[config.mk]
export PLATFORM = sky130hd
export DESIGN_NAME = vip_top
export DESIGN_NICKNAME = d
export VERILOG_FILES = /design/src/rtl/vip_pkg.sv /design/src/rtl/vip_rank.sv /design/src/rtl/vip_top.sv
export SDC_FILE = /design/constraint.sdc
export NUM_CORES = 1
export LEC_CHECK = 0
export ABC_CLOCK_PERIOD_IN_PS = 31000
export BUFFER_PORTS_ARGS = -buffer_cell sky130_fd_sc_hd__buf_2
export CAP_MARGIN = 20
export CORE_UTILIZATION = 30
export CTS_BUF_LIST = sky130_fd_sc_hd__clkbuf_4
export CTS_CLUSTER_DIAMETER = 40
export DETAILED_ROUTE_END_ITERATION = 8
export PLACE_DENSITY_LB_ADDON = 0.08
export SLEW_MARGIN = 5
export SYNTH_ARGS = -nofsm -noshare
export SYNTH_HDL_FRONTEND = slang
export SYNTH_HIERARCHICAL = 1
export SYNTH_SLANG_ARGS = --single-unit
[constraint.sdc]
create_clock -name i_core_clk -period 31 [get_ports i_core_clk]
set_input_delay 6.2 -clock i_core_clk [delete_from_list [all_inputs] [get_ports i_core_clk]]
set_output_delay 6.2 -clock i_core_clk [all_outputs]
set_load 0.01 [all_outputs]
[src/rtl/vip_pkg.sv]
// Package for the vectored interrupt priority block: request numbering,
// vector table layout, level encoding and source bundle types.
// Assumes a single machine clock domain and a CPU core on the far side.
package vip_pkg;

  // Request numbering
  localparam int unsigned NUM_REQ = 24;
  localparam int unsigned REQ_W = 5;
  localparam int unsigned LVL_W = 2;

  // Vector table: request 0 at the top pair, each next pair two bytes lower
  localparam logic [15:0] VEC_TOP_UPPER = 16'hfffa;
  localparam logic [15:0] VEC_STEP = 16'h0002;

  // Level encoding: 0 highest, 2 lowest usable, 3 means no interruption
  localparam logic [1:0] LVL_HIGHEST = 2'h0;
  localparam logic [1:0] LVL_LOWEST = 2'h2;
  localparam logic [1:0] LVL_NONE = 2'h3;
  localparam logic [1:0] LVL_RESET = 2'h3;

  // Request number assignment
  localparam int unsigned REQ_UART_SIO = 4;
  localparam int unsigned REQ_CT0_LO = 5;
  localparam int unsigned REQ_CT0_HI = 6;
  localparam int unsigned REQ_LIN_RX = 7;
  localparam int unsigned REQ_LIN_TX = 8;
  localparam int unsigned REQ_PG1_LO = 9;
  localparam int unsigned REQ_PG1_HI = 10;
  localparam int unsigned REQ_UNUSED_A = 11;
  localparam int unsigned REQ_PG0_HI = 12;
  localparam int unsigned REQ_PG0_LO = 13;
  localparam int unsigned REQ_CT1_HI = 14;
  localparam int unsigned REQ_PG16 = 15;
  localparam int unsigned REQ_UNUSED_B = 16;
  localparam int unsigned REQ_UNUSED_C = 17;
  localparam int unsigned REQ_ADC = 18;
  localparam int unsigned REQ_TBT = 19;
  localparam int unsigned REQ_WATCH = 20;
  localparam int unsigned REQ_UNUSED_D = 21;
  localparam int unsigned REQ_CT1_LO = 22;
  localparam int unsigned REQ_FLASH = 23;

  // Peripheral source flags, each a level held until software clears it
  typedef struct packed {
    logic [7:0] ext;
    logic uart_sio;
    logic ct0_lo;
    logic ct0_hi;
    logic lin_rx;
    logic lin_tx;
    logic pg1_lo;
    logic pg1_hi;
    logic pg0_hi;
    logic pg0_lo;
    logic ct1_hi;
    logic pg16;
    logic adc;
    logic tbt;
    logic watch;
    logic ct1_lo;
    logic flash;
  } vip_src_t;

  // Request presented to the CPU core
  typedef struct packed {
    logic valid;
    logic [4:0] num;
    logic [1:0] level;
    logic [15:0] vec_upper;
    logic [15:0] vec_lower;
  } vip_req_t;

endpackage

[src/rtl/vip_rank.sv]
// Pairwise ranking stage: picks the better of two candidate requests.
// Assumes combinational use inside the selection chain of vip_top.
`timescale 1ns/1ns
`default_nettype none

module vip_rank
(
  // Candidate a, always the lower request number
  input wire logic i_a_valid,
  input wire logic [4:0] i_a_num,
  input wire logic [1:0] i_a_level,
  // Candidate b
  input wire logic i_b_valid,
  input wire logic [4:0] i_b_num,
  input wire logic [1:0] i_b_level,
  // Winner
  output logic o_valid,
  output logic [4:0] o_num,
  output logic [1:0] o_level
);

  // On equal level a wins, so lower numbers rank first
  wire logic pick_b;
  assign pick_b = i_b_valid & (~i_a_valid | (i_b_level < i_a_level)); // [RL3] [RL8]
  assign o_valid = i_a_valid | i_b_valid;
  assign o_num = pick_b ? i_b_num : i_a_num;
  assign o_level = pick_b ? i_b_level : i_a_level;

endmodule // vip_rank

`default_nettype wire

[src/rtl/vip_top.sv]
// Vectored interrupt request gathering and priority selection.
// Assumes the CPU core holds the enable flag and current level itself
// and fetches the vector presented here; all inputs are synchronous.
// Outputs are registered, so the request lags its sources by one edge.
`timescale 1ns/1ns
`default_nettype none

// Behaviour
// RL1: 24 requests, vectors stepping down two bytes
// RL2: Each request has its own 2-bit level
// RL3: Equal level: lowest request number wins
// RL4: Timer 0 halves request 5 and 6
// RL5: Pulse generators on requests 9,10,12,13
// RL6: Timer 1 on 14/22; 11,16,17,21 unused
// RL7: Core takes only enabled, higher-priority requests
// RL8: Level 0 highest, 3 none, enable reset-cleared
// RL9: Request follows source flag until cleared
module vip_top
  import vip_pkg::*;
#(
  parameter int unsigned N_REQ = vip_pkg::NUM_REQ
)
(
  // Clock and reset
  input wire logic i_core_clk,
  input wire logic i_resetn,
  // Peripheral source flags
  input wire vip_pkg::vip_src_t i_src,
  // Level fields, request k at bits 2k+1:2k
  input wire logic [2*vip_pkg::NUM_REQ-1:0] i_request_level_field,
  // Best pending request toward the core
  output vip_pkg::vip_req_t o_req,
  // Raw request lines, for visibility
  output logic [vip_pkg::NUM_REQ-1:0] o_req_lines
);
  import vip_pkg::*;

  //////////////////////////////////////////////////////////////////////////
  // Request line mapping; lines follow the source flags as levels
  wire logic [NUM_REQ-1:0] lines;
  // External channels n and n+4 share request n; either flag raises it
  assign lines[0] = i_src.ext[0] | i_src.ext[4]; // [RL1]
  assign lines[1] = i_src.ext[1] | i_src.ext[5]; // [RL1]
  assign lines[2] = i_src.ext[2] | i_src.ext[6]; // [RL1]
  assign lines[3] = i_src.ext[3] | i_src.ext[7]; // [RL1]
  assign lines[REQ_UART_SIO] = i_src.uart_sio;
  assign lines[REQ_CT0_LO] = i_src.ct0_lo; // [RL4]
  assign lines[REQ_CT0_HI] = i_src.ct0_hi; // [RL4]
  assign lines[REQ_LIN_RX] = i_src.lin_rx;
  assign lines[REQ_LIN_TX] = i_src.lin_tx;
  assign lines[REQ_PG1_LO] = i_src.pg1_lo; // [RL5]
  assign lines[REQ_PG1_HI] = i_src.pg1_hi; // [RL5]
  assign lines[REQ_UNUSED_A] = 1'b0; // [RL6]
  assign lines[REQ_PG0_HI] = i_src.pg0_hi; // [RL5]
  assign lines[REQ_PG0_LO] = i_src.pg0_lo; // [RL5]
  assign lines[REQ_CT1_HI] = i_src.ct1_hi; // [RL6]
  assign lines[REQ_PG16] = i_src.pg16;
  assign lines[REQ_UNUSED_B] = 1'b0; // [RL6]
  assign lines[REQ_UNUSED_C] = 1'b0; // [RL6]
  assign lines[REQ_ADC] = i_src.adc;
  assign lines[REQ_TBT] = i_src.tbt;
  assign lines[REQ_WATCH] = i_src.watch;
  assign lines[REQ_UNUSED_D] = 1'b0; // [RL6]
  assign lines[REQ_CT1_LO] = i_src.ct1_lo; // [RL6]
  assign lines[REQ_FLASH] = i_src.flash;

  //////////////////////////////////////////////////////////////////////////
  // Selection chain; a line at level 3 can never interrupt, so it is
  // dropped here rather than left for the core to filter
  wire logic [NUM_REQ:0] ch_valid;
  wire logic [REQ_W-1:0] ch_num [NUM_REQ+1];
  wire logic [LVL_W-1:0] ch_level [NUM_REQ+1];
  assign ch_valid[0] = 1'b0;
  assign ch_num[0] = 5'h00;
  assign ch_level[0] = LVL_NONE;

  genvar g;
  generate
    for (g = 0; g < NUM_REQ; g++)
    begin : g_rank
      wire logic [LVL_W-1:0] lvl;
      wire logic live;
      assign lvl = i_request_level_field[2*g+1:2*g]; // [RL2]
      assign live = lines[g] & (lvl != LVL_NONE); // [RL8]
      vip_rank u_rank
      (
        .i_a_valid(ch_valid[g]),
        .i_a_num(ch_num[g]),
        .i_a_level(ch_level[g]),
        .i_b_valid(live),
        .i_b_num(5'(g)),
        .i_b_level(lvl),
        .o_valid(ch_valid[g+1]),
        .o_num(ch_num[g+1]),
        .o_level(ch_level[g+1])
      );

      // No live line may hold a better level than the winner, nor an
      // equal level at a lower number
      lvl_beat_a: assert property (@(posedge i_core_clk) disable iff (!i_resetn) // [RL8]
        live |-> ch_level[NUM_REQ] <= lvl)
        else $error("better level lost in selection");
      tie_low_a: assert property (@(posedge i_core_clk) disable iff (!i_resetn) // [RL3]
        (live && ch_level[NUM_REQ] == lvl) |-> ch_num[NUM_REQ] <= 5'(g))
        else $error("equal level not won by lowest number");
    end
  endgenerate

  //////////////////////////////////////////////////////////////////////////
  // Vector address of the winner
  // The step of two is a shift, so only one subtractor is built
  wire logic [15:0] vec_up;
  assign vec_up = 16'(VEC_TOP_UPPER - 16'(ch_num[NUM_REQ]) * VEC_STEP); // [RL1]

  //////////////////////////////////////////////////////////////////////////
  // Registered outputs; the core applies its own enable and level gate
  vip_req_t req_d;
  vip_req_t req_q;
  logic [NUM_REQ-1:0] lines_q;
  assign req_d.valid = ch_valid[NUM_REQ];
  assign req_d.num = ch_num[NUM_REQ];
  // An idle output shows level 3, so a core comparing levels alone stays idle
  assign req_d.level = ch_valid[NUM_REQ] ? ch_level[NUM_REQ] : LVL_NONE;
  assign req_d.vec_upper = vec_up;
  assign req_d.vec_lower = 16'(vec_up + 16'h0001);

  always_ff @(posedge i_core_clk)
  begin
    if (!i_resetn)
    begin
      // Reset shows the same idle request as an empty chain, so the vector
      // pair is consistent from the first edge onward
      req_q.valid <= 1'b0;
      req_q.num <= 5'h00;
      req_q.level <= LVL_RESET;
      req_q.vec_upper <= VEC_TOP_UPPER;
      req_q.vec_lower <= 16'(VEC_TOP_UPPER + 16'h0001);
      lines_q <= '0;
    end
    else
    begin
      req_q <= req_d;
      lines_q <= lines; // [RL9]
    end
  end

  assign o_req = req_q;
  assign o_req_lines = lines_q;

  //////////////////////////////////////////////////////////////////////////
  // Checks: unused, external 0, serial, timer and pulse generator numbers carry their own sources
  // Unused numbers must stay quiet even with every source set
  unused_quiet_a: assert property (@(posedge i_core_clk) disable iff (!i_resetn) // [RL6]
    !(o_req_lines[11] | o_req_lines[16] | o_req_lines[17] | o_req_lines[21]))
    else $error("unused request asserted");
  ext_share_a: assert property (@(posedge i_core_clk) disable iff (!i_resetn) // [RL1]
    i_src.ext[4] |=> o_req_lines[0])
    else $error("external channel 4 not on request 0");
  serial_map_a: assert property (@(posedge i_core_clk) disable iff (!i_resetn) // [RL1]
    (i_src.lin_rx && !i_src.lin_tx) |=> (o_req_lines[REQ_LIN_RX] && !o_req_lines[REQ_LIN_TX]))
    else $error("serial receive mapping wrong");
  // Swapped halves would pass a plain set test, so the four checks after
  // line_follow_a hold the partner half low
  line_follow_a: assert property (@(posedge i_core_clk) disable iff (!i_resetn) // [RL4]
    i_src.ct0_hi |=> o_req_lines[6])
    else $error("timer 0 upper not on request 6");
  ct0_map_a: assert property (@(posedge i_core_clk) disable iff (!i_resetn) // [RL4]
    (i_src.ct0_lo && !i_src.ct0_hi) |=> (o_req_lines[REQ_CT0_LO] && !o_req_lines[REQ_CT0_HI]))
    else $error("timer 0 lower mapping wrong");
  pg_map_a: assert property (@(posedge i_core_clk) disable iff (!i_resetn) // [RL5]
    (i_src.pg0_hi && !i_src.pg0_lo) |=> (o_req_lines[12] && !o_req_lines[13]))
    else $error("pulse generator 0 mapping wrong");
  pg1_map_a: assert property (@(posedge i_core_clk) disable iff (!i_resetn) // [RL5]
    (i_src.pg1_lo && !i_src.pg1_hi) |=> (o_req_lines[REQ_PG1_LO] && !o_req_lines[REQ_PG1_HI]))
    else $error("pulse generator 1 mapping wrong");
  ct1_map_a: assert property (@(posedge i_core_clk) disable iff (!i_resetn) // [RL6]
    (i_src.ct1_hi && !i_src.ct1_lo) |=> (o_req_lines[REQ_CT1_HI] && !o_req_lines[REQ_CT1_LO]))
    else $error("timer 1 mapping wrong");
  // Lines are levels: they follow the flags and nothing else
  drop_follow_a: assert property (@(posedge i_core_clk) disable iff (!i_resetn) // [RL9]
    $fell(o_req_lines[REQ_FLASH]) |-> !$past(i_src.flash))
    else $error("line dropped while source set");
  idle_quiet_a: assert property (@(posedge i_core_clk) disable iff (!i_resetn) // [RL9]
    (lines == '0) |=> !o_req.valid)
    else $error("request presented with no line set");
  win_live_a: assert property (@(posedge i_core_clk) disable iff (!i_resetn) // [RL9]
    o_req.valid |-> o_req_lines[o_req.num])
    else $error("presented request has no line");

  //////////////////////////////////////////////////////////////////////////
  // Checks: vector pair of the presented request
  vec_map_a: assert property (@(posedge i_core_clk) disable iff (!i_resetn) // [RL1]
    o_req.valid |-> o_req.vec_upper == 16'(VEC_TOP_UPPER - 16'(o_req.num) * VEC_STEP))
    else $error("vector address wrong");
  lower_byte_a: assert property (@(posedge i_core_clk) disable iff (!i_resetn) // [RL1]
    o_req.vec_lower == 16'(o_req.vec_upper + 16'h0001))
    else $error("vector lower byte wrong");

  //////////////////////////////////////////////////////////////////////////
  // Checks: level encoding and equal-level order
  level_none_a: assert property (@(posedge i_core_clk) disable iff (!i_resetn) // [RL8]
    o_req.valid |-> o_req.level != LVL_NONE)
    else $error("level 3 presented");
  none_idle_a: assert property (@(posedge i_core_clk) disable iff (!i_resetn) // [RL8]
    !o_req.valid |-> o_req.level == LVL_NONE)
    else $error("idle request not at level 3");
  mask_all_a: assert property (@(posedge i_core_clk) disable iff (!i_resetn) // [RL8]
    (&i_request_level_field) |=> !o_req.valid)
    else $error("request presented with all levels at 3");
  valid_any_a: assert property (@(posedge i_core_clk) disable iff (!i_resetn) // [RL9]
    o_req.valid |-> $past(|lines))
    else $error("request presented without a pending line");
  level_copy_a: assert property (@(posedge i_core_clk) disable iff (!i_resetn) // [RL2]
    o_req.valid |-> o_req.level == $past(i_request_level_field[2*req_d.num +: 2]))
    else $error("level not taken from own field");
  // A request at the best level with its higher neighbour pending at the
  // same level must win outright
  tie_order_a: assert property (@(posedge i_core_clk) disable iff (!i_resetn) // [RL3]
    (lines[0] && lines[1] && i_request_level_field[1:0] == LVL_HIGHEST
     && i_request_level_field[3:2] == LVL_HIGHEST) |=> o_req.num == 5'h00)
    else $error("tie not won by lowest number");

endmodule // vip_top

`default_nettype wire

---- Word-level counts from Yosys, hierarchy flattened ----
Index checks and enable logic that the tools add are counted.
cells by class
  equal/unequal tests ..................... 20
  magnitude comparators ................... 19
  $add $sub $neg .......................... 2
  muxes and demuxes ....................... 39
  reduce and logical (&&, ||, !) cells .... 1
  bitwise gates (word level) .............. 100
operators by type and width
  cell                 count
  $mux 2               22
  $or 1x1->1           42
  $ne 2x2->1 const B   20
  $and 1x1->1          39
  $lt 2x2->1           19
  $mux 4               7
  $mux 5               5
  $not 1->1            19
  $mux 3               4
  $add 8x2->9 const B  1
  $sub 4x7->8 const A  1
  $reduce_and 2->1     1
  $mux 1               1
word-level totals
  word-level logic and storage cells ...... 188
  input bits .............................. 74
  register bits ........................... 56
  output and inout port bits .............. 64

---- Longest topological paths before layout ----
Gate-level depths: netlist of the first run.
  depth in word-level cells ............... 81
  gate-level depth with buffers ........... 123

---- Hierarchy ----
Netlist of the first run, hierarchy kept.
by module, submodules not included
  module    cells each  area each (µm²)  times used
  vip_rank  14          143.9            24
  vip_top   130         1327.5           1

---- Worst setup path before layout of the first run ----
OpenSTA, ideal clock, no wires.
  path type ............................... input to register
  from .................................... input i_src[20] in the netlist's numbering
  to ...................................... register req_q, in the netlist o_req[4]
  cell stages on the path ................. 106
  arrival time ............................ 24.643 ns
  path buffers ............................ 0
  setup slack ............................. 6.242 ns
  required time ........................... 30.885 ns
  setup time .............................. 0.115 ns
  cells stage by stage .................... nor2_1 > a21oi_1 > o211ai_4 > mux2_2 > inv_1 > ha_1 > nand2_1 > o211ai_4 > mux2_2 > inv_1 > ha_1 > nand2_1 > o211ai_4 > mux2_2 > inv_1 > ha_1 > nand2_1 > o211ai_4 > [70 not listed] > ha_1 > nand2_1 > o211ai_4 > mux2_2 > mux2_2 > inv_1 > ha_1 > nand2_1 > o211ai_4 > mux2_2 > inv_1 > ha_1 > nand2_1 > o211ai_4 > mux2_2 > ha_1 > xor2_1 > nand2_1
RTL lines
  element               RTL line        text
  from (decl)           vip_top.sv:28   input wire vip_pkg::vip_src_t i_src,
  to (signal assigned)  vip_top.sv:142  req_q <= req_d;
  to (decl)             vip_top.sv:118  vip_req_t req_q;

==> metrics.md, run 1 <==
| Metric | Value |
|---|---|
| RD Place Congestion | 0.728 |
| Routed Antenna Nets | 0 |
| Die W | 128 um |
| CP endpoint kind | flip-flop |
| # port buffers | between 100 and 150 |
| P_int | ~0.26 mW |
| Clock tree buffer depth | 2 |
| Post-route design area | 0.00601 sq mm |
| Die area | between 0.015 and 0.02 sq mm |
| IR drop worst, VDD | between 0.03 and 0.04 mV |
| Fin crit period | 26.03 ns |
| Hold-fix buffers at CTS | 0 |
| Synthesis-to-finish area growth | 25.7% |
| Startpoint types | input port |
| # fillers | 1,624 |
| Cell Area, Placed | 0.00595 sq mm |
| Boundary Pins | between 100 and 150 |
| Most common cell in the netlist | mux2_2 |
| CP max-delay cell | mux2_2 |
| Clock transition at the registers of the reported paths | 0.14 ns |
| Slowest stage delay, CP | 0.41 ns |
| Main flop type after synthesis | dfxtp_1 |
| Remaining Overflow, GRT | 0 |
| Fin Setup TNS | 0 ns |
| Detailed Place HPWL | 8700 um |
| Post-CTS Setup Inserts | 0 |
| Worst path arrival time | between 20 and 30 ns |
| GRT Overall Usage | approximately an eighth |
| Worst-Margin Slew | 0.546 ns |
| CTS tree | built |
| Worst min-delay path category | input port to flip-flop |
| Syn Inst Count | 466 |
| Register bit total from synthesis | 33 |
| Switching share of power | 39.8% |
| Status | finished clean |
| Tcrit/Tclk final | 84.0% |
| Antenna violations before repair | 1 |
| P_leak | 2.88 nW |
| Slew Limit Fails | 0 |
| Yosys warns | 6 |
| Synth top area cells | mux2_2 40%, dfxtp_1 14%, o211ai_4 11% |
| First-pass DRT Iterations | 3 |
| Clock root buffer | clkbuf_4 |
| Synthesized area per cell | about 10 sq um |
| Slew HR | 63.6% |
| Max Cap Viol | 0 |
| PostCTS Resize Cnt | 0 |
| Critical Path RT | 31.23 ns |
| PwrDens | a little over 70 mW/mm^2 |
| Initial Util | 31.1% |
| Sw power | 0.172 mW |
| Cell row count | 45 |
| Vias in the first global route | 3,600 |
| Synth area leader | mux2_2 |
| RSZ-0062 raised after global routing | no |
| Crit Path Max Fanout | 7 |
| Mapped cell area | 0.00478 sq mm |
| Vias | 3,704 |
| Top post-synthesis cells by count | 168 x mux2_2, 51 x nand2_1, 33 x dfxtp_1 |
| Fraction of layout cells with a size suffix above 1 | 50.8% |
| Sink Count | 33 |
| First-pass GRT wire length | 16,500 um |
| Synth top area share | 39.6% |
| Area of the core | around 0.015 sq mm |
| Final net count | 813 |
| Initial DRC Count | 56 |
| Vias/cell | 4.00 |
| Reg power frac | 12.3% |
| Gate power share | 81.3% |
| Fmax | just under 0.04 GHz |
| CTS buffer count | 5 |
| WL final | 9940 um |
| Async SR Flop Fraction | 0% |
| H-tree Lvls | 2 |
| Worst setup path category | input port to flip-flop |
| Clk network pwr share | roughly 6.3% |
| Unique masters post-synth | 21 |
| Seq/Total Area, Yosys | 13.8% |
| Largest net degree at the start of global routing | 30 |
| Most used cell, CP | mux2_2 |
| Residual DRC | 0 |
| Chip height | 128 um |
| WL per Instance | 10.7 um |
| Fin. Hold Viols | 0 |
| Final setup violation count | 0 |
| EDFF count, synth | 0 |
==> layout make-up <==
class	instances	area [sq um]	share of cell area [%]
tap	211	264	4.39
inverter	25	93.8	1.56
multi-input combinational	536	4370	72.7
clock inverter	3	17.5	0.291
antenna	1	2.50	0.0416
timing repair buffer	113	566	9.41
clock buffer	5	37.5	0.625
sequential	33	661	11.0
==> stage by stage <==
| step | setup WS [ns] | instances | power, mW | utilization [%] | hold WS, ns |
|---|---|---|---|---|---|
| global route | 3.49 | 927 | 0.478 | 39.1 | 5.99 |
| floorplan | 6.24 | 628 | 0.357 | - | 6.32 |
| detailed placement | 4.31 | 918 | 0.407 | 38.7 | 6.42 |
| global placement | 4.96 | 918 | 0.398 | 38.7 | 6.41 |
| finish | 4.97 | 927 | 0.432 | 39.1 | 6.02 |
| CTS | 4.69 | 926 | 0.439 | 39.1 | 5.98 |
==> sequential cells by signal, summed over array words and instances (netlist names) <==
signal / flops
o_req: 13
o_req_lines: 20
==> critical path, delay by kind of cell <==
kind / cells / cell delay, ns
mux: 24 / 8.82
xor+xnor: 1 / 0.15
compound gates: 21 / 5.67
fa+ha+maj: 20 / 2.57
buf+inv: 20 / 1.32
simple gates: 20 / 1.45
==> layer usage <==
layer	share of wire [%]	GRT usage, %	vias up
met2	52	23.1	67
met3	5.0	3.17	5
met4	0.93	3.11	0
li1	-	-	1947
met1	43	14.5	1685
met5	0	0	-
==> worst paths after layout <==
path,startpoint,endpoint,cells past startpoint
max,i_request_level_field[0],o_req[4],106
min,i_src[4],o_req_lines[18],2
==> cell usage in the layout, fill, tap and decap left out, drive strengths merged <==
cell	count
nor2b	29
o211ai	24
buf	113
nor2	4
and2	21
nand2b	2
inv	25
a21oi	4
mux2	168
clkinvlp	1
a21boi	16
nand2	51
or2	24
mux2i	1
dfxtp	33
ha	25
clkbuf	5
nand3	2
conb	164
xor2	1
diode	1
clkinv	2
==> kinds of logic (layout without fill, tap and decap cells) <==
family / after synthesis / in the layout / share of synthesized area, %
and+or+nand+nor: 133 / 133 / 18.3
other: 2 / 165 / 0.157
DFF: 33 / 33 / 13.8
xor gates and xnor gates: 1 / 1 / 0.183
muxes: 169 / 169 / 39.9
AOI/OAI and AO/OA: 44 / 44 / 13.6
buffers and inverters: 59 / 146 / 7.54
adders and majority gates: 25 / 25 / 6.54
==> power by group through the flow <==
stage | Sequential [mW] | Combinational (mW) | Clock (mW)
global placement | 0.0545 | 0.344 | 0
finish | 0.0534 | 0.352 | 0.0274
global route | 0.0543 | 0.392 | 0.0317
CTS | 0.0537 | 0.355 | 0.0306
detailed placement | 0.0547 | 0.352 | 0
floorplan | 0.0586 | 0.298 | 0
No activity file was read; power rests on OpenSTA's default activity.
==> inputs of run 2 (changes only) <==
ABC_AREA = 1   (was not set)
ABC_CLOCK_PERIOD_IN_PS = 23800   (was 31000)
clock period = 23.8 ns   (was 31 ns; I/O delays follow)
==> metrics.md, run 2 <==
| Metric | Value |
|---|---|
| Residual DRC | 0 (unchanged) |
| CP max-delay cell | ha_1 |
| RD Place Congestion | 0.729 (+0.15%) |
| Worst-Margin Slew | 1.05 ns (+0.503 ns) |
| Synth top area cells | nand2_1 29%, nand3_1 16%, dfxtp_1 13% |
| Diodes inserted | 0 (-1) |
| Mapped cell area | 0.00526 sq mm (+9.9%) |
| CTS tree | built |
| Final setup violation count | 0 (unchanged) |
| Synthesized area per cell | 5.65 sq um (-45%) |
| Clock transition at the registers of the reported paths | 0.14 ns (about the same) |
| Boundary Pins | 138 (unchanged) |
| Max reg flops | 20 (unchanged) |
| Worst path arrival time | 20.93 ns (-5.33 ns) |
| Yosys warns | 6 (unchanged) |
| Register bit total from synthesis | 33 (unchanged) |
| First-pass DRT Iterations | 6 (+3) |
| PostCTS Resize Cnt | 0 (unchanged) |
| P_leak | 4.27 nW (+48%) |
| Crit Path Max Fanout | 9 (+2) |
| Post-route design area | 0.00639 sq mm (+6.3%) |
| Unique masters post-synth | 17 (-19%) |
| Initial Util | 30.6% (-0.50 points) |
| # port buffers | 113 (unchanged) |
| Highest metal used | met4 |
| Largest net degree at the start of global routing | 26 (-13%) |
| GRT Overall Usage | 14.7% (+2.1 points) |
| Fmax | 0.0484 GHz |
| Layout Cells excl Fill | 1,388 (+50%) |
| H-tree Lvls | 2 (unchanged) |
| Hold-fix buffers at CTS | 0 (unchanged) |
| Initial DRC Count | 186 (+230%) |
| Most used cell, CP | nand2_1 |
| EDFF count, synth | 0 (unchanged) |
| Clock tree buffer depth | 2 (unchanged) |
| Main flop type after synthesis | dfxtp_1 |
| Wire length on met2 | 5320 um (+3.7%) |
| Fin crit period | 20.65 ns |
| Synthesis-to-finish area growth | 21.6% |
| WL final | 12,700 um (+28%) |
| Chip height | 134 um (+4.8%) |
| Clock root buffer | clkbuf_4 |
| Antenna violations before repair | 0 (-1) |
| Fin Setup TNS | 0 ns (unchanged) |
| Routed Antenna Nets | 0 (unchanged) |
| Die area | 0.0181 sq mm (+9.8%) |
| Worst min-delay path category | input port to flip-flop |
| Min-delay src | i_src[12] |
| Detailed Place HPWL | 10,500 um (+21%) |
| Most common cell after layout, fill and taps aside | nand2_1 |
| Remaining Overflow, GRT | 0 (unchanged) |
| Fin. Hold Viols | 0 (unchanged) |
| Tcrit/Tclk final | 86.8% |
| Sink Count | 33 (unchanged) |
| Critical path origin | i_request_level_field[0] |
| Die W | 134 um (+4.8%) |
| DR WL met3 | 475 um (-4.0%) |
| Slew Limit Fails | 0 (unchanged) |
| Post-CTS Setup Inserts | 0 (unchanged) |
| Setup WS post-layout | 3.15 ns (-1.82 ns) |
| Startpoint types | input port |
| Commonest non-fill, non-tap cells in the layout | 410 x nand2_1, 171 x nand3_1, 159 x conb_1 |
| Pre-CTS worst setup slack | 2.36 ns (-1.95 ns) |
| Most common cell in the netlist | nand2_1 |
| Worst hold slack | 4.55 ns (-1.47 ns) |
| Vias/cell | 3.95 (-1.1%) |
| RSZ-0062 raised after global routing | no |
| Cell Area, Placed | 0.00632 sq mm (+6.1%) |
| Slew HR | 29.4% (-34 points) |
| First-pass GRT wire length | 22,000 um (+34%) |
| WL per Instance | 9.16 um (-15%) |
| Seq/Total Area, Yosys | 12.6% (-1.2 points) |
| Metal-1 WL | 6850 um (+62%) |
| Synth top area share | 29.3% (-10 points) |
| Critical Path RT | 24.08 ns (-7.15 ns) |
| Vias | 5,483 (+48%) |
| Fraction of layout cells with a size suffix above 1 | 19.9% (-31 points) |
| Synth area leader | nand2_1 |
| Post-layout util | 37.2% (-1.9 points) |
| Final net count | 1,263 (+55%) |
| Status | finished clean |
| Slowest stage delay, CP | 0.28 ns (-0.13 ns) |
| Async SR Flop Fraction | 0% (unchanged) |
| CTS buffer count | 5 (unchanged) |
| Pwr Total | 0.776 mW (+79%) |
| Placed instance count | 1,376 (+50%) |
| Area of the core | 0.0172 sq mm (+12%) |
| Syn Inst Count | 930 (+100%) |
| CP endpoint kind | flip-flop |
| Cell row count | 48 (+6.7%) |
| PwrDens | 121 mW/mm^2 (+69%) |
| Top post-synthesis cells by count | 410 x nand2_1, 171 x nand3_1, 105 x inv_1 |
| Max Cap Viol | 0 (unchanged) |
| Worst setup path category | input port to flip-flop |
| IR drop worst, VDD | 0.0418 mV (+31%) |
| Vias in the first global route | 4,874 (+35%) |
## run 2: changes by cell type in the layout (fill, tap and decap cells not counted), moves of 5 or more
cell,before,now
nand2_1,51,410
conb_1,164,159
nor2b_1,5,0
nand2_4,0,48
and2_1,20,0
buf_4,0,9
o211ai_4,24,0
mux2_2,168,0
nand3_1,2,171
nor2b_4,24,0
nand2_2,0,25
inv_1,25,105
## run 2: logic make-up after synthesis
group	count (synthesis)	synth area share [%]
flip-flops	33	12.6
adder cells (fa/ha/maj)	25	5.95
buffers and inverters	164	16.0
AND/OR/NAND/NOR	680	61.9
AO/OA/AOI/OAI	26	3.43
other	2	0.143
## run 2: critical path, delay by kind of cell
family	cells	cell delay [ns]
AOI/OAI and AO/OA	3	0.39
buffers and inverters	21	1.22
adders and majority gates	20	5.33
and+or+nand+nor	119	9.21
## run 2: worst paths after layout
path              to  slack, ns  cells past startpoint
max         o_req[4]       3.15                    163
min   o_req_lines[7]       4.55                      3
## run 2: cell type report
class,count,area [sq um]
inverters,106,398
multi-input cells,890,4340
clock inverters,1,5.00
clock buffers,5,37.5
fillers,2026,10800
well taps,225,282
flip-flops and latches,33,661
repair buffers,128,663
## run 2: power by group
group | switching [mW] | total, mW | internal (mW)
sequential | 0.00407 | 0.0700 | 0.0660
clock | 0.0253 | 0.0356 | 0.0103
combinational | 0.438 | 0.670 | 0.232
## run 2: routing by layer
layer,global-route usage [%],vias to the layer above
li1,-,3173
met1,21.0,2216
met2,23.1,89
met3,2.91,5
met4,2.06,0
met5,0,-
==> inputs of run 3 (changes only) <==
ABC_CLOCK_PERIOD_IN_PS = not set   (was 23800)
BUFFER_PORTS_ARGS = not set   (was -buffer_cell sky130_fd_sc_hd__buf_2)
DONT_BUFFER_PORTS = 1   (was not set)
PLACE_DENSITY = 0.52   (was not set)
PLACE_DENSITY_LB_ADDON = not set   (was 0.08)
==> metrics.md, run 3 (synthesized netlist as in run 2, its figures left out) <==
| Metric | Value |
|---|---|
| RSZ-0062 raised after global routing | no |
| RD Place Congestion | 0.744 (+2.2%) |
| Residual DRC | 0 (unchanged) |
| Clock root buffer | clkbuf_4 |
| Max Cap Viol | 0 (unchanged) |
| Most common cell after layout, fill and taps aside | nand2_1 |
| Die area | 0.0181 sq mm (unchanged) |
| Vias | 5,170 (-5.7%) |
| Slowest stage delay, CP | 0.60 ns (+0.32 ns) |
| Routed Antenna Nets | 0 (unchanged) |
| Fraction of layout cells with a size suffix above 1 | 11.4% (-8.5 points) |
| Clock tree buffer depth | 2 (unchanged) |
| Vias in the first global route | 4,609 (-5.4%) |
| Die W | 134 um (unchanged) |
| Detailed Place HPWL | 9900 um (-6.1%) |
| CP max-delay cell | a22oi_1 |
| Clock transition at the registers of the reported paths | 0.14 ns (about the same) |
| Pwr Total | 0.755 mW (-2.7%) |
| Sink Count | 33 (unchanged) |
| Largest net degree at the start of global routing | 26 (unchanged) |
| # port buffers | 0 (-100%) |
| Tcrit/Tclk final | 88.0% (+1.2 points) |
| Post-CTS Setup Inserts | 0 (unchanged) |
| Diodes inserted | 0 (unchanged) |
| Crit Path Max Fanout | 9 (unchanged) |
| Cell Area, Placed | 0.00574 sq mm (-9.2%) |
| Final setup violation count | 0 (unchanged) |
| Max reg flops | 20 (unchanged) |
| Area of the core | 0.0172 sq mm (unchanged) |
| Hold path depth | 1 (-2) |
| Slew Limit Fails | 0 (unchanged) |
| Fmax | 0.0477 GHz (-1.4%) |
| Status | finished clean |
| Chip height | 134 um (unchanged) |
| H-tree Lvls | 2 (unchanged) |
| Critical Path RT | 24.08 ns (about the same) |
| Synthesis-to-finish area growth | 10.9% |
| First-pass DRT Iterations | 4 (-2) |
| CTS tree | built |
| Final net count | 1,149 (-9.0%) |
| Min-delay src | i_resetn |
| WL final | 12,000 um (-5.4%) |
| IR drop worst, VDD | 0.0414 mV (-0.97%) |
| PostCTS Resize Cnt | 0 (unchanged) |
| Cell row count | 48 (unchanged) |
| CTS buffer count | 5 (unchanged) |
| Startpoint types | input port |
| Commonest non-fill, non-tap cells in the layout | 410 x nand2_1, 171 x nand3_1, 159 x conb_1 |
| Worst min-delay path category | input port to flip-flop |
| Post-route design area | 0.00583 sq mm (-8.8%) |
| PwrDens | 130 mW/mm^2 (+6.7%) |
| Worst-Margin Slew | 1.06 ns (+0.0110 ns) |
| P_leak | 3.82 nW (-11%) |
| First-pass GRT wire length | 20,300 um (-7.5%) |
| Remaining Overflow, GRT | 0 (unchanged) |
| Hold-fix buffers at CTS | 0 (unchanged) |
| CP endpoint kind | flip-flop |
| Setup WS post-layout | 2.85 ns (-0.295 ns) |
| Worst setup path category | input port to flip-flop |
| Fin crit period | 20.95 ns (+0.295 ns) |
| WL per Instance | 9.43 um (+3.0%) |
| Most used cell, CP | nand2_1 |
| Initial Util | 30.6% (unchanged) |
| Vias/cell | 4.05 (+2.6%) |
| Initial DRC Count | 146 (-22%) |
| Antenna violations before repair | 0 (unchanged) |
| Placed instance count | 1,261 (-8.4%) |
| Fin Setup TNS | 0 ns (unchanged) |
| Layout Cells excl Fill | 1,276 (-8.1%) |
| Boundary Pins | 138 (unchanged) |
| GRT Overall Usage | 13.7% (-0.98 points) |
| Pre-CTS worst setup slack | 2.06 ns (-0.297 ns) |
| Worst path arrival time | 21.22 ns (+0.29 ns) |
| WHS Endpoint | o_req[3] |
| Slew HR | 28.7% (-0.74 points) |
| Fin. Hold Viols | 0 (unchanged) |
run 3: cell count changes in the layout (fill, tap and decap cells not counted):
| cell | before | now |
|---|---|---|
| buf_4 | 9 | 7 |
| buf_2 | 117 | 5 |
| clkinv_2 | 1 | 2 |
| clkbuf_4 | 5 | 6 |
run 3: area by class of cell:
type | instances | area, sq um
clock buffer | 6 | 45.0
clock inverter | 2 | 10.0
fill | 1980 | 11300
inverter | 106 | 398
multi-input combinational | 890 | 4340
sequential | 33 | 661
tap | 225 | 282
timing repair buffer | 14 | 87.6
run 3: worst max-delay path, delay by kind of cell:
kind | cells | cell delay, ns
AOI/OAI and AO/OA | 3 | 0.80
adders and majority gates | 20 | 5.40
buffers and inverters | 20 | 0.94
and+or+nand+nor | 118 | 9.31
run 3: worst max path at each step:
stage | startpoint | end | cells after the start
global route | i_src[16] | o_req[4] | 160
CTS | i_src[16] | o_req[4] | 157
global placement | i_src[16] | o_req[4] | 161
finish | i_src[16] | o_req[4] | 161
floorplan | i_src[16] | o_req[4] | 168
detailed placement | i_src[16] | o_req[4] | 157
run 3: metal layers:
layer / global-route usage, % / wire length, um
met1: 18.3 / 6010
met2: 22.8 / 5440
met3: 3.21 / 533
met4: 2.06 / 48
met5: 0 / 0
run 3: stage by stage:
step	util, %	hold WS [ns]
after floorplan	-	4.85
after global placement	33.4	4.85
after detailed placement	33.4	4.84
after CTS	33.7	4.42
after global routing	33.9	4.41
final	33.9	4.46
run 3: report_power, final:
part / leakage, nW / switching (mW) / internal, mW / total [mW]
combinational: 3.51 / 0.419 / 0.220 / 0.639
clock: 0.0354 / 0.0246 / 0.0124 / 0.0370
sequential: 0.275 / 0.0133 / 0.0661 / 0.0794
total: 3.82 / 0.457 / 0.298 / 0.755
